<file path="src/agu_pkg.sv">
package agu_pkg;
  // data path width of every address quantity
  localparam int ADDR_W = 16;
  // address modifier register after reset: linear on both pointers
  localparam logic [15:0] MOD_RESET = 16'hFFFF;
  // mode field values held in the top two modifier bits
  localparam logic [1:0] MODE_PTR0_ONLY = 2'h0;
  localparam logic [1:0] MODE_PTR0_ONE  = 2'h2;
  localparam logic [1:0] MODE_LINEAR    = 2'h3;
  // position of the mode field and width of the size field
  localparam int MODE_LSB = 14;
  localparam int SIZE_W   = 14;
  // pointer selects
  localparam logic [2:0] PTR_ZERO  = 3'h0;
  localparam logic [2:0] PTR_ONE   = 3'h1;
  localparam logic [2:0] PTR_TWO   = 3'h2;
  localparam logic [2:0] PTR_THREE = 3'h3;
  localparam logic [2:0] PTR_STACK = 3'h4;
  // addressing modes issued by the decoder
  typedef enum logic [4:0] {
    AGU_M_REG_DIRECT, AGU_M_NO_UPDATE, AGU_M_POST_INC, AGU_M_POST_DEC,
    AGU_M_POST_OFFSET, AGU_M_INDEX_OFFSET, AGU_M_SHORT_DISP, AGU_M_LONG_DISP,
    AGU_M_IMMEDIATE, AGU_M_IMM_SHORT, AGU_M_ABSOLUTE, AGU_M_ABS_SHORT,
    AGU_M_IO_SHORT, AGU_M_IMPLICIT
  } agu_mode_e;
  // implicit register selects
  typedef enum logic [2:0] {
    AGU_I_PC, AGU_I_SW_STACK, AGU_I_HW_STACK, AGU_I_LOOP_ADDR, AGU_I_LOOP_COUNT, AGU_I_STATUS
  } agu_implicit_e;
endpackage : agu_pkg

</file>
<file path="src/agu_address_arithmetic.sv">
`timescale 1ns/1ps
module agu_address_arithmetic #(
  parameter int W = 16
) (
  input  wire logic                    clock,         // core clock
  input  wire logic                    resetn,        // async reset, active low
  input  wire logic                    issue,         // address calculation request
  input  wire agu_pkg::agu_mode_e      mode,          // addressing mode
  input  wire logic [2:0]              ptr_sel,       // selected pointer
  input  wire logic [W-1:0]            disp,          // long displacement or absolute word
  input  wire logic [5:0]              short_field,   // 6-bit instruction field
  input  wire logic                    dual_read,     // request dual data read
  input  wire agu_pkg::agu_implicit_e  implicit_sel,  // implied register
  input  wire logic                    mod_we,        // write modifier register
  input  wire logic                    ptr_we,        // write a pointer directly
  input  wire logic                    index_we,      // write index offset register
  input  wire logic [W-1:0]            wdata,         // register write data
  output logic      [W-1:0]            address,       // effective address
  output logic                         address_valid, // address strobe
  output logic                         uses_modifier, // mode consulted modifier
  output logic                         prog_ref,      // program memory reference
  output logic                         xmem_ref,      // data memory reference
  output logic                         dual_ok,       // dual read legal
  output logic                         implicit_ref,  // implicit register access
  output logic      [2:0]              implicit_reg,  // which implicit register
  output logic      [W-1:0]            address_modifier_reg, // modifier value
  output logic      [W-1:0]            pointer_reg_zero,
  output logic      [W-1:0]            pointer_reg_one,
  output logic      [W-1:0]            pointer_reg_two,
  output logic      [W-1:0]            pointer_reg_three,
  output logic      [W-1:0]            stack_ptr,
  output logic      [W-1:0]            index_offset
);
  // decode modifier fields
  wire logic [1:0]  mod_mode = address_modifier_reg[15:agu_pkg::MODE_LSB];
  wire logic [13:0] mod_size = address_modifier_reg[agu_pkg::SIZE_W-1:0];
  // all ones is the reset value and always means plain linear arithmetic
  wire logic        mod_lin  = (address_modifier_reg == agu_pkg::MOD_RESET) ||
                               (mod_mode == agu_pkg::MODE_LINEAR);

  // modes that consult the modifier
  wire logic mode_mod = (mode == agu_pkg::AGU_M_POST_INC) || (mode == agu_pkg::AGU_M_POST_DEC) ||
                        (mode == agu_pkg::AGU_M_POST_OFFSET) || (mode == agu_pkg::AGU_M_INDEX_OFFSET) ||
                        (mode == agu_pkg::AGU_M_LONG_DISP);

  // modulo only on pointer zero, or one when mode allows
  wire logic ptr_mod = (ptr_sel == agu_pkg::PTR_ZERO) ||
                       (ptr_sel == agu_pkg::PTR_ONE && mod_mode == agu_pkg::MODE_PTR0_ONE);
  // reserved modifier codes are not trapped: the decode above still picks a
  // deterministic arithmetic for them, so software must avoid those values
  wire logic use_mod = mode_mod && ptr_mod && !mod_lin;

  // these modes consult the modifier on pointers zero and one, even when it
  // then selects linear arithmetic; other pointers never look at it
  wire logic ptr_low  = (ptr_sel == agu_pkg::PTR_ZERO) || (ptr_sel == agu_pkg::PTR_ONE);
  wire logic consults = mode_mod && ptr_low;

  // selected pointer value
  // select codes above the stack pointer also fall to the stack pointer
  logic [W-1:0] base;
  always_comb begin
    case (ptr_sel)
      agu_pkg::PTR_ZERO:  base = pointer_reg_zero;
      agu_pkg::PTR_ONE:   base = pointer_reg_one;
      agu_pkg::PTR_TWO:   base = pointer_reg_two;
      agu_pkg::PTR_THREE: base = pointer_reg_three;
      default:            base = stack_ptr;
    endcase
  end

  // offset choice per mode
  // post-decrement adds all ones, which is minus one in two's complement
  // short displacement: one-extended (negative) on the stack, else zero-extended
  logic [W-1:0] offset;
  always_comb begin
    case (mode)
      agu_pkg::AGU_M_POST_INC:     offset = W'(1);
      agu_pkg::AGU_M_POST_DEC:     offset = {W{1'b1}};
      agu_pkg::AGU_M_POST_OFFSET,
      agu_pkg::AGU_M_INDEX_OFFSET: offset = index_offset;
      agu_pkg::AGU_M_LONG_DISP:    offset = disp;
      agu_pkg::AGU_M_SHORT_DISP:   offset = (ptr_sel == agu_pkg::PTR_STACK) ?
                                            {{(W-6){1'b1}}, short_field} :
                                            {{(W-6){1'b0}}, short_field};
      default:                     offset = '0;
    endcase
  end

  // modulo/linear result
  logic [W-1:0] updated;
  agu_modulo_update #(.W(W)) u_upd (
    .base       (base),
    .offset     (offset),
    .size_m1    (mod_size),
    .use_modulo (use_mod),
    .result     (updated)
  );

  // which modes write the pointer back
  // indexed modes only form an address and leave the pointer untouched
  wire logic writes_ptr = (mode == agu_pkg::AGU_M_POST_INC) || (mode == agu_pkg::AGU_M_POST_DEC) ||
                          (mode == agu_pkg::AGU_M_POST_OFFSET);
  // indexed modes use the computed sum as address
  wire logic indexed = (mode == agu_pkg::AGU_M_INDEX_OFFSET) || (mode == agu_pkg::AGU_M_LONG_DISP) ||
                       (mode == agu_pkg::AGU_M_SHORT_DISP);

  // effective address per mode
  // absolute short reaches the low 64 words, I/O short the top 64 words
  logic [W-1:0] next_address;
  always_comb begin
    case (mode)
      agu_pkg::AGU_M_ABSOLUTE: next_address = disp;
      agu_pkg::AGU_M_ABS_SHORT: next_address = {{(W-6){1'b0}}, short_field};
      agu_pkg::AGU_M_IO_SHORT:  next_address = {{(W-6){1'b1}}, short_field};
      default:                  next_address = indexed ? updated : base;
    endcase
  end

  // modes fit for a dual data read; they also serve program memory
  function automatic logic agu_dual_mode(input agu_pkg::agu_mode_e m);
    return (m == agu_pkg::AGU_M_POST_INC) || (m == agu_pkg::AGU_M_POST_OFFSET);
  endfunction : agu_dual_mode

  // reference classes
  // data memory: every mode but register direct and the two immediates
  wire logic is_xmem = (mode != agu_pkg::AGU_M_REG_DIRECT) && (mode != agu_pkg::AGU_M_IMMEDIATE) &&
                       (mode != agu_pkg::AGU_M_IMM_SHORT);
  // program memory: dual-capable modes, immediates, absolute and implicit
  wire logic is_prog = agu_dual_mode(mode) ||
                       (mode == agu_pkg::AGU_M_IMMEDIATE) || (mode == agu_pkg::AGU_M_IMM_SHORT) ||
                       (mode == agu_pkg::AGU_M_ABSOLUTE) || (mode == agu_pkg::AGU_M_IMPLICIT);
  // dual read: post-increment by one and post-update by index only
  wire logic is_dual = agu_dual_mode(mode);
  // implicit: control registers reached with no operand field
  wire logic is_impl = (mode == agu_pkg::AGU_M_IMPLICIT);

  // modifier register, takes effect on the next calculation
  // a write at one edge governs every request taken from the next edge on
  always_ff @(posedge clock or negedge resetn) begin
    if (!resetn) begin
      address_modifier_reg <= agu_pkg::MOD_RESET;
    end else if (mod_we) begin
      address_modifier_reg <= wdata;
    end
  end

  // index offset register
  // held as a plain word; the adder treats it as a signed offset
  always_ff @(posedge clock or negedge resetn) begin
    if (!resetn) begin
      index_offset <= '0;
    end else if (index_we) begin
      index_offset <= wdata;
    end
  end

  // pointer registers: direct write or post-update
  // a direct write and a post-update in one cycle: the direct write wins
  wire logic upd = issue && writes_ptr;
  always_ff @(posedge clock or negedge resetn) begin
    if (!resetn) begin
      pointer_reg_zero  <= '0;
      pointer_reg_one   <= '0;
      pointer_reg_two   <= '0;
      pointer_reg_three <= '0;
      stack_ptr         <= '0;
    end else if (ptr_we || upd) begin
      case (ptr_sel)
        agu_pkg::PTR_ZERO:  pointer_reg_zero  <= ptr_we ? wdata : updated;
        agu_pkg::PTR_ONE:   pointer_reg_one   <= ptr_we ? wdata : updated;
        agu_pkg::PTR_TWO:   pointer_reg_two   <= ptr_we ? wdata : updated;
        agu_pkg::PTR_THREE: pointer_reg_three <= ptr_we ? wdata : updated;
        default:            stack_ptr         <= ptr_we ? wdata : updated;
      endcase
    end
  end

  // registered address, strobe and implied register select
  always_ff @(posedge clock or negedge resetn) begin
    if (!resetn) begin
      address       <= '0;
      address_valid <= 1'b0;
      implicit_reg  <= 3'h0;
    end else begin
      address       <= next_address;  // pre-update value for post modes
      address_valid <= issue;         // strobe one cycle after the request
      implicit_reg  <= implicit_sel;
    end
  end

  // registered classification flags, one-cycle pulses beside the strobe
  always_ff @(posedge clock or negedge resetn) begin
    if (!resetn) begin
      uses_modifier <= 1'b0;
      prog_ref      <= 1'b0;
      xmem_ref      <= 1'b0;
      dual_ok       <= 1'b0;
      implicit_ref  <= 1'b0;
    end else begin
      uses_modifier <= issue && consults;
      prog_ref      <= issue && is_prog;
      xmem_ref      <= issue && is_xmem;
      dual_ok       <= issue && dual_read && is_dual;
      implicit_ref  <= issue && is_impl;
    end
  end
endmodule : agu_address_arithmetic

</file>
<file path="src/agu_modulo_update.sv">
`timescale 1ns/1ps
// modulo or linear update of one pointer value
module agu_modulo_update #(
  parameter int W = 16
) (
  input  wire logic [W-1:0] base,       // current pointer value
  input  wire logic [W-1:0] offset,     // signed offset
  input  wire logic [13:0]  size_m1,    // buffer size minus one
  input  wire logic         use_modulo, // wrap inside buffer
  output logic      [W-1:0] result      // updated pointer
);
  // mask of low k bits covering size rounded to power of two
  function automatic logic [W-1:0] agu_mask(input logic [13:0] s);
    logic [W-1:0] m;
    m = '0;
    for (int i = 0; i < 14; i++) begin
      if (s[i]) begin
        m = (W'(1) << (i + 1)) - W'(1);
      end
    end
    return m;
  endfunction : agu_mask

  wire logic [W-1:0] mask    = agu_mask(size_m1);
  wire logic [W-1:0] modlen  = W'(size_m1) + W'(1);            // buffer length
  wire logic [W-1:0] lin_sum = base + offset;                  // wraps modulo 64K
  wire logic [W-1:0] low     = base & mask;
  wire logic         neg     = offset[W-1];                    // signed offset
  // low bits plus offset, folded into 0..size-1
  wire logic [W-1:0] low_dn  = low + offset;
  wire logic [W-1:0] fold_up = (low + offset >= modlen) ? (low + offset - modlen) : (low + offset);
  wire logic [W-1:0] fold_dn = (low < (W'(0) - offset)) ? (low + offset + modlen) : low_dn;
  wire logic [W-1:0] folded  = neg ? fold_dn : fold_up;

  // keep upper bits, replace low k bits
  assign result = use_modulo ? ((base & ~mask) | (folded & mask)) : lin_sum;
endmodule : agu_modulo_update

</file>
<file path="config.mk">
export PLATFORM = sky130hd
export DESIGN_NAME = agu_address_arithmetic
export DESIGN_NICKNAME = d
export VERILOG_FILES = /design/src/agu_pkg.sv /design/src/agu_address_arithmetic.sv /design/src/agu_modulo_update.sv
export SDC_FILE = /design/constraint.sdc
export NUM_CORES = 1
export LEC_CHECK = 0
export BUFFER_PORTS_ARGS = -buffer_cell sky130_fd_sc_hd__buf_2
export CAP_MARGIN = 10
export CORE_UTILIZATION = 25
export CTS_CLUSTER_SIZE = 10
export DETAILED_ROUTE_END_ITERATION = 10
export PLACE_DENSITY = 0.48
export SYNTH_ARGS = -nofsm -noshare
export SYNTH_HDL_FRONTEND = slang
export SYNTH_SLANG_ARGS = --single-unit
</file>
<file path="constraint.sdc">
create_clock -name clock -period 6.9 [get_ports clock]
set_input_delay 1.035 -clock clock [delete_from_list [all_inputs] [get_ports clock]]
set_output_delay 1.035 -clock clock [all_outputs]
set_load 0.005 [all_outputs]
</file>
==> out/qor.csv, run 1 <==
stage,metric,value,unit
run_status,status,finished clean,
clocking,clock_sinks,137,
synth,avgSynthCellArea,9.04,um2
synth,yosysWarnings,0,
timing,setup_violations,0,
place,dp_slack,-201,ps
synth,synth_edf_count,0,
timing,worst_slew_pin_slew,1250,ps
setup_path,cp_slowest_cell,fa_1,
synth,yosys.area.top_type_share,27.9,%
floorplan,die_h,211,um
timing,grt_setup_unrepaired,no,
synth,synth.area.top_cells,"dfrtp_1 28%, ha_1 8.5%, mux2_2 5.1%",
setup_path,crit_arrival,6740,ps
timing,min_period,6450,ps
clocking,clk_path_buf_depth,2,
timing,layout_setup_ws,454,ps
place,gp_congestion,0.943,
setup_path,cp.required,7190,ps
timing,setup_tns,0,ps
synth,ys_seq_area_share,31.7,%
final_layout,syn2layout_area_growth,25.9,%
clocking,ctsHoldBuffers,0,
clocking,cts_buffers,17,
grt,grt_pass1_wl,66.7,mm
synth,yosys.area.top_type,dfrtp_1,
setup_path,critPathMaxStageDelay,390,ps
drt,drt_pass1_iterations,7,
synth,synth_nets,1336,
drt,wl_per_cell,21.8,um
drt,drt_iter0_markers,680,
clocking,clk_latency,460,ps
synth,synth_area,10900,um2
floorplan,core_area,43000,um2
setup_path,path_common_cell,buf_4,
final_layout,drive_above_1_share,30.1,%
grt,grt_max_degree,77,
job,drv_cap,0,
setup_path,crit_fanout,7,
timing,min_period_over_period,93.4,%
clocking,cts_tree,done,
setup_path,crit_path_start_kind,flop,
drt,drt_wl_total,44.4,mm
grt,grt_use_total,20.2,%
timing,finalHoldViolations,0,
grt,grt_pass1_vias,10600,
drt,ant_nets,0,
grt,antenna_found_initial,4,
synth,synth_cell_types,87,
synth,yosys.cell_count.top_type,dfrtp_1,
setup_path,worst-r2r-setup-slack,450,ps
final_layout,nets,1574,
timing,slew_viol_final,0,
synth,synth-main-ff-cell,dfrtp_1,
place,hpwl,35.0,mm
drt,drc,0,
synth,synth_seq_cells,137,
grt,overflow,0,
timing,max_freq,155,MHz
synth,synthTopCellsByCount,"121 x dfrtp_1, 110 x nand2_1, 107 x nor2_1, 74 x ha_1, 62 x a21oi_1",
hold_path,hp-class,flop to flop,
floorplan,ios,193,
setup_path,cp-end-kind,flop,
timing,slew_headroom,16.0,%
floorplan,num_rows,76,
power_and_ir_drop,peakVddDrop,0.143,mV
drt,vias,10600,
place,port_buffers,192,
power_and_ir_drop,powerDensity,306,nW/um2
clocking,htree_levels,4,
clocking,cts-root-buf,clkbuf_16,
synth,syn-instance-count,1202,
setup_path,crit_type,flop to flop,
floorplan,die_w,211,um
power_and_ir_drop,p_leak,0.00627,uW
drt,routed_via_density,5.21,
synth,async_flop_share,100,%
floorplan,die-area,44300,um2
clocking,clk_pin_slew,70,ps
timing,fin_skew,15.0,ps
floorplan,initial_core_util,25.3,%
## cell families after synthesis
logic type,after synthesis,synth area share [%]
buffers and inverters,123,4.44
xor gates and xnor gates,56,4.51
AOI/OAI and AO/OA,345,23.0
DFF,137,31.7
adders and majority gates,78,9.25
muxes,77,9.73
and+or+nand+nor,386,17.3
## worst max-delay path, delay by kind of cell, from the launching register on
| kind | cells | cell delay, ps |
|---|---|---|
| mux | 1 | 300 |
| xor+xnor | 1 | 220 |
| simple gates | 12 | 2350 |
| flops | 1 | 380 |
| compound gates | 9 | 1420 |
| fa+ha+maj | 3 | 950 |
| buf+inv | 4 | 640 |
## through the flow
step                hold slack [ps]  area, um2  total power, uW  utilization, %  instances
finish                          506      13700             4180            31.8       2039
global route                    532      13700             4460            31.8       2038
CTS                             510      13700             4200            31.8       2037
detailed placement              495      13000             3140            30.3       2005
global placement                484      13000             3130            30.3       2005
floorplan                       489      10900             2310               -       1202
## placed cells by master, fill, tap and decap left out, types with 8 or more instances in the layout
cell / instances
nand3_1: 28
o21ai_1: 15
buf_4: 88
nand4_1: 8
o31ai_1: 27
inv_1: 60
a21o_1: 18
a221oi_1: 11
dfstp_2: 16
or3_1: 12
mux4_2: 16
and2_1: 11
xnor2_1: 36
o21a_1: 10
nor2_1: 107
nor3_1: 29
o21ai_0: 57
clkbuf_16: 17
a211oi_1: 8
nor2b_1: 15
ha_1: 74
mux2_2: 49
xor2_1: 20
a31oi_1: 18
buf_2: 191
o221ai_1: 18
dfrtp_1: 121
a21oi_1: 62
nand2_1: 110
mux2i_1: 10
a221o_1: 14
and3_1: 8
nor4_1: 9
nand2b_1: 13
## layout make-up
type | count | area [um2]
Antenna cell | 1 | 2.50
Clock buffer | 20 | 447
Clock inverter | 12 | 188
Fill cell | 4569 | 29300
Inverter | 61 | 229
Multi-Input combinational cell | 942 | 6990
Sequential cell | 137 | 3450
Tap cell | 585 | 732
Timing Repair Buffer | 281 | 1650
## worst paths after layout
path | to | startpoint | cells after the start
setup / recovery | pointer_reg_three[2] | address_modifier_reg[10] | 30
hold / removal | stack_ptr[10] | stack_ptr[10] | 2
setup reg to reg | pointer_reg_three[2] | address_modifier_reg[10] | 30
hold reg to reg | stack_ptr[10] | stack_ptr[10] | 2
max in group asynchronous | index_offset[1] | resetn | 2
min in group asynchronous | stack_ptr[13] | resetn | 1
## report_power, final
| part | switching, uW | internal (uW) | total, uW |
|---|---|---|---|
| combinational | 1120 | 885 | 2000 |
| clock | 413 | 620 | 1030 |
| sequential | 164 | 985 | 1150 |
## repair_timing
action	in CTS	in global routing
setup endpoints to repair	0	33
buffers inserted	0	1
resized for setup	0	4
## layer usage
layer  part of all wire [%]  wire (um)  global-route usage [%]  vias to the layer above
met3                    5.4       2400                    3.47                       65
met4                    2.5       1090                    6.40                        2
met1                     45      19800                    26.8                     5241
met5                  0.032         14                       0                        -
met2                     47      21100                    33.1                      343
li1                       -          -                       -                     4966
No activity file was read; power rests on OpenSTA's default activity.
==> inputs of run 2 (changes only) <==
--- a/config.mk
+++ b/config.mk
@@ -8,6 +8,7 @@
 export BUFFER_PORTS_ARGS = -buffer_cell sky130_fd_sc_hd__buf_2
 export CAP_MARGIN = 10
 export CORE_UTILIZATION = 25
+export CTS_BUF_LIST = sky130_fd_sc_hd__clkbuf_4 sky130_fd_sc_hd__clkbuf_8
 export CTS_CLUSTER_SIZE = 10
 export DETAILED_ROUTE_END_ITERATION = 10
 export PLACE_DENSITY = 0.48
==> out/qor.csv, run 2 (synthesized netlist as in run 1, its figures left out) <==
stage,metric,value,unit,change
job,drv_cap,0,,unchanged
setup_path,crit_arrival,6780,ps,+40 ps
place,gp_congestion,0.943,,unchanged
final_layout,n_fill_cell,4602,,+0.72%
drt,drc,0,,unchanged
final_layout,multi_input_area,6990,um2,unchanged
grt,grt_pass1_vias,10500,,-0.20%
clocking,clk_path_buf_depth,2,,unchanged
clocking,htree_levels,4,,unchanged
floorplan,die_h,211,um,unchanged
timing,fin_skew,22.4,ps,+7.37 ps
grt,gr-usage-met2,33.0,%,-0.10 points
timing,min_period_over_period,93.3,%,about the same
clocking,cts_tree,done,,
clocking,clk_pin_slew,90,ps,+20 ps
setup_path,crit_type,flop to flop,,
timing,grt_setup_unrepaired,no,,
power_and_ir_drop,total_power,3950,uW,-5.6%
grt,grt_pass1_wl,66.5,mm,-0.32%
grt,grtUsageMet3,3.50,%,+0.030 points
timing,setup_violations,0,,unchanged
floorplan,initial_core_util,25.3,%,unchanged
setup_path,path_common_cell,buf_4,,
floorplan,ios,193,,unchanged
drt,wl_per_cell,21.8,um,about the same
timing,fin_hold_ws,509,ps,+2.91 ps
setup_path,cp.required,7240,ps,+50 ps
floorplan,die_w,211,um,unchanged
place,dp_slack,-201,ps,unchanged
setup_path,crit_path_start_kind,flop,,
power_and_ir_drop,powerDensity,292,nW/um2,-4.4%
drt,vias,10600,,+0.038%
grt,grt_use_total,20.1,%,-0.075 points
timing,min_period,6440,ps,-6.11 ps
hold_path,hp-class,flop to flop,,
final_layout,syn2layout_area_growth,24.2,%,
timing,layout_setup_ws,460,ps,+6.11 ps
final_layout,drive_above_1_share,30.2,%,+0.14 points
place,hpwl,35.0,mm,unchanged
floorplan,die-area,44300,um2,unchanged
drt,drt_iter0_markers,684,,+0.59%
grt,grt_max_degree,77,,unchanged
drt,drt_pass1_iterations,6,,-1
grt,top_usage_layer,met2,,
timing,slew_headroom,14.2,%,-1.8 points
setup_path,cp_slowest_cell,fa_1,,
timing,worst_slew_pin_slew,1280,ps,+26.1 ps
setup_path,cp-end-kind,flop,,
drt,ant_nets,0,,unchanged
clocking,cts_buffers,17,,unchanged
timing,finalHoldViolations,0,,unchanged
clocking,cts-root-buf,clkbuf_8,,
timing,max_freq,155,MHz,about the same
final_layout,mostFrequentLayoutCell,buf_2,,
drt,drt_wl_total,44.4,mm,about the same
power_and_ir_drop,p_leak,0.00619,uW,-1.3%
floorplan,core_area,43000,um2,unchanged
drt,routed_via_density,5.21,,about the same
place,port_buffers,192,,unchanged
setup_path,crit_fanout,7,,unchanged
clocking,ctsHoldBuffers,0,,unchanged
power_and_ir_drop,peakVddDrop,0.139,mV,-2.7%
timing,slew_viol_final,0,,unchanged
grt,met1_usage,26.7,%,-0.10 points
run_status,status,finished clean,,
grt,antenna_found_initial,4,,unchanged
setup_path,critPathMaxStageDelay,390,ps,about the same
final_layout,nets,1574,,unchanged
clocking,clk_latency,510,ps,+50 ps
clocking,clock_sinks,137,,unchanged
final_layout,regArea,3450,um2,unchanged
setup_path,worst-r2r-setup-slack,460,ps,about the same
grt,overflow,0,,unchanged
final_layout,layout_common_cells,"191 x buf_2, 121 x dfrtp_1, 110 x nand2_1, 107 x nor2_1, 88 x buf_4",,
floorplan,num_rows,76,,unchanged
## run 2: changes by cell type in the layout (fill, tap and decap cells not counted)
cell and change:
clkbuf_4 +2, clkbuf_8 +17, clkbuf_16 -17, clkbuf_1 -2
## run 2: cell type report
class	count	share of cell area, %
multi-input cells	942	51.8
diodes	1	0.0185
clock buffers	20	1.95
repair buffers	281	12.2
well taps	585	5.42
flip-flops and latches	137	25.5
inverters	61	1.70
clock inverters	12	1.39
## run 2: worst paths after layout
| path | start | endpoint | depth (start not counted) |
|---|---|---|---|
| hold reg to reg | stack_ptr[11] | stack_ptr[11] | 2 |
| max in group asynchronous | resetn | xmem_ref | 2 |
| min in group asynchronous | resetn | stack_ptr[13] | 1 |
| setup / recovery | address_modifier_reg[10] | pointer_reg_three[2] | 30 |
| setup reg to reg | address_modifier_reg[10] | pointer_reg_three[2] | 30 |
| hold / removal | stack_ptr[11] | stack_ptr[11] | 2 |
## run 2: repair_timing
action,4_1_cts,5_1_grt
hold endpoints to repair,0,0
resized for setup,0,4
endpoints found under the setup margin,0,38
setup buffers,0,1
## run 2: worst max-delay path: cells and delay by family, from the launching register on
| family | cells | cell delay, ps |
|---|---|---|
| fa+ha+maj | 3 | 950 |
| compound gates | 9 | 1420 |
| flops | 1 | 380 |
| simple gates | 12 | 2350 |
| buf+inv | 4 | 650 |
| mux | 1 | 300 |
| xor+xnor | 1 | 220 |
## run 2: metal layers
layer | vias up | share of wire (%) | wire [um]
met5 | - | 0.038 | 17
met4 | 2 | 2.7 | 1200
met3 | 66 | 5.2 | 2300
met2 | 332 | 47 | 21000
met1 | 5262 | 45 | 19900
li1 | 4959 | - | -
## run 2: through the flow
stage               utilization, %  instance area, um2  TNS, ps  cells
floorplan                        -               10900        0   1202
global placement              30.3               13000    -1020   2005
detailed placement            30.3               13000     -917   2005
CTS                           31.3               13500        0   2037
global route                  31.4               13500        0   2038
finish                        31.4               13500        0   2039
## run 2: power by group
group	switching (uW)	internal, uW
sequential	166	984
clock	382	417
combinational	1110	885
==> inputs of run 3 (changes only) <==
--- a/config.mk
+++ b/config.mk
@@ -11,7 +11,7 @@
 export CTS_BUF_LIST = sky130_fd_sc_hd__clkbuf_4 sky130_fd_sc_hd__clkbuf_8
 export CTS_CLUSTER_SIZE = 10
 export DETAILED_ROUTE_END_ITERATION = 10
-export PLACE_DENSITY = 0.48
+export PLACE_DENSITY = 0.49
 export SYNTH_ARGS = -nofsm -noshare
 export SYNTH_HDL_FRONTEND = slang
 export SYNTH_SLANG_ARGS = --single-unit
==> constraint.sdc (replaced) <==
create_clock -name clock -period 5.47 [get_ports clock]
set_input_delay 0.8205 -clock clock [delete_from_list [all_inputs] [get_ports clock]]
set_output_delay 0.8205 -clock clock [all_outputs]
set_load 0.005 [all_outputs]
==> out/qor.csv, run 3 (synthesized netlist as in run 1, its figures left out) <==
stage,metric,value,unit,change
setup_path,crit_arrival,6160,ps,-620 ps
grt,grt_pass1_wl,70.8,mm,+6.6%
final_layout,syn2layout_area_growth,46.3,%,
grt,antenna_found_initial,3,,-1
drt,vias,11600,,+8.8%
setup_path,critical_path.top_delay_family,simple AND/OR/NAND/NOR gates,,
timing,min_period_over_period,106,%,+13 points
clocking,clk_pin_slew,90,ps,about the same
clocking,clk_latency,510,ps,about the same
setup_path,r2r_end,pointer_reg_two[10],,
place,gp_congestion,0.913,,-3.2%
timing,fin_skew,22.4,ps,+0.0755 ps
setup_path,cp.buffers_inverters,4,,unchanged
timing,min_period,5820,ps,-624 ps
setup_path,crit_type,flop to flop,,
setup_path,r2r_cells,30,,unchanged
place,hpwl,37.2,mm,+6.2%
floorplan,die-area,44300,um2,unchanged
timing,finalHoldViolations,0,,unchanged
grt,grt_max_degree,100,,+30%
power_and_ir_drop,total_power,5810,uW,+47%
drt,ant_nets,0,,unchanged
hold_path,hp-class,input pin to async pin,,
final_layout,layout_common_cells,"282 x buf_4, 191 x buf_2, 121 x dfrtp_1, 106 x nand2_1, 101 x nor2_1",,
floorplan,die_h,211,um,unchanged
timing,layout_setup_ws,-346,ps,-806 ps
grt,overflow,0,,unchanged
power_and_ir_drop,powerDensity,365,nW/um2,+25%
setup_path,cp_slowest_cell,dfstp_2,,
clocking,htree_levels,4,,unchanged
timing,max_freq,172,MHz,+11%
job,drv_cap,0,,unchanged
drt,drt_wl_total,47.3,mm,+6.5%
final_layout,regArea,3450,um2,unchanged
clocking,cts_tree,done,,
drt,routed_via_density,5.15,,-1.2%
drt,drt_pass1_iterations,6,,unchanged
final_layout,mostFrequentLayoutCell,buf_4,,
clocking,clk_path_buf_depth,2,,unchanged
drt,wl_per_cell,21.1,um,-3.3%
clocking,cts-root-buf,clkbuf_8,,
power_and_ir_drop,peakVddDrop,0.184,mV,+32%
final_layout,nets,1781,,+13%
setup_path,critPathMaxStageDelay,390,ps,about the same
final_layout,multi_input_area,7790,um2,+11%
place,placedCellCount,2189,,+9.2%
drt,drc,0,,unchanged
clocking,cts_buffers,17,,unchanged
grt,grt_use_total,21.3,%,+1.2 points
timing,setup_violations,69,,+69
power_and_ir_drop,p_leak,0.00742,uW,+20%
setup_path,cp.required,5810,ps,-1430 ps
floorplan,ios,193,,unchanged
final_layout,drive_above_1_share,45.5,%,+15 points
clocking,ctsHoldBuffers,0,,unchanged
grt,grt_pass1_vias,11600,,+10%
floorplan,core_area,43000,um2,unchanged
setup_path,crit_path_start_kind,flop,,
timing,slew_headroom,19.8,%,+5.6 points
final_layout,final_cells,2245,,+10%
run_status,status,"complete, but fails checks",,
setup_path,crit_fanout,5,,-2
final_layout,n_fill_cell,4497,,-2.3%
setup_path,cp-end-kind,flop,,
clocking,clock_sinks,137,,unchanged
floorplan,die_w,211,um,unchanged
timing,worst_slew_pin_slew,1200,ps,-76.0 ps
floorplan,initial_core_util,25.3,%,unchanged
floorplan,num_rows,76,,unchanged
timing,grt_setup_unrepaired,yes,,
setup_path,rr_startpoint,address_modifier_reg[10],,
drt,drt_iter0_markers,819,,+20%
place,port_buffers,192,,unchanged
setup_path,worst-r2r-setup-slack,-350,ps,-810 ps
setup_path,path_common_cell,buf_4,,
run_status,violations,negative setup slack,,
timing,slew_viol_final,0,,unchanged
-- run 3: cell count changes in the layout (fill, tap and decap cells not counted), moves of 10 or more --
| cell | before | now |
|---|---|---|
| a21oi_1 | 62 | 52 |
| buf_4 | 88 | 282 |
| buf_6 | 1 | 14 |
| o21ai_0 | 57 | 43 |
| o21ai_2 | 5 | 20 |
| o31ai_1 | 27 | 9 |
| o31ai_2 | 0 | 12 |
-- run 3: worst max-delay path by stage --
stage	from	end	slack, ps	cells past startpoint
after floorplan	ptr_sel[0]	address[4]	-230	25
after global placement	ptr_sel[0]	pointer_reg_two[13]	-810	24
after detailed placement	ptr_sel[0]	pointer_reg_two[13]	-780	24
after CTS	address_modifier_reg[10]	pointer_reg_two[11]	-360	28
after global routing	address_modifier_reg[10]	pointer_reg_one[0]	-580	28
final	address_modifier_reg[10]	pointer_reg_two[10]	-350	30
-- run 3: routing by layer --
metal | wire, um | track usage [%] | vias to the layer above
met4 | 1720 | 8.52 | 0
met5 | 0 | 0 | -
met3 | 2330 | 2.86 | 70
li1 | - | - | 5380
met1 | 21000 | 28.4 | 5712
met2 | 22300 | 34.6 | 392
-- run 3: what timing repair did --
action,4_1_cts,5_1_grt
pin swaps,45,35
gates cloned,1,0
gates resized for setup,85,50
setup endpoints to repair,69,73
setup buffers,16,9
-- run 3: stage by stage --
stage	util [%]	TNS, ps	instance area [um2]	hold slack [ps]	setup WS [ps]
after floorplan	-	-8610	11200	489	-235
after global placement	33.9	-39220	14600	488	-813
after detailed placement	33.9	-43060	14600	495	-778
after CTS	36.2	-17240	15600	391	-364
after global routing	37.0	-30770	15900	399	-578
final	37.0	-16020	15900	414	-346
-- run 3: area by class of cell --
type | instances | share of cell area [%]
Multi-Input combinational cell | 943 | 49.0
Sequential cell | 137 | 21.7
Timing Repair Buffer | 487 | 20.3
Tap cell | 585 | 4.60
Clock buffer | 19 | 1.64
Inverter | 61 | 1.44
Clock inverter | 12 | 1.32
Antenna cell | 1 | 0.0157
-- run 3: worst reg2reg max path, delay by kind of cell (launching register included) --
family | cells | cell delay, ps
XOR/XNOR | 1 | 130
multiplexers | 1 | 260
AO/OA/AOI/OAI | 10 | 1430
buffers and inverters | 4 | 630
adder cells (fa/ha/maj) | 3 | 860
AND/OR/NAND/NOR | 11 | 1930
flip-flops | 1 | 390
-- run 3: power by group --
part	internal [uW]	total [uW]	leakage, uW	switching (uW)
clock network	572	1050	0.000234	480
logic	1610	3330	0.00553	1720
registers	1240	1430	0.00166	191
total	3420	5810	0.00742	2390
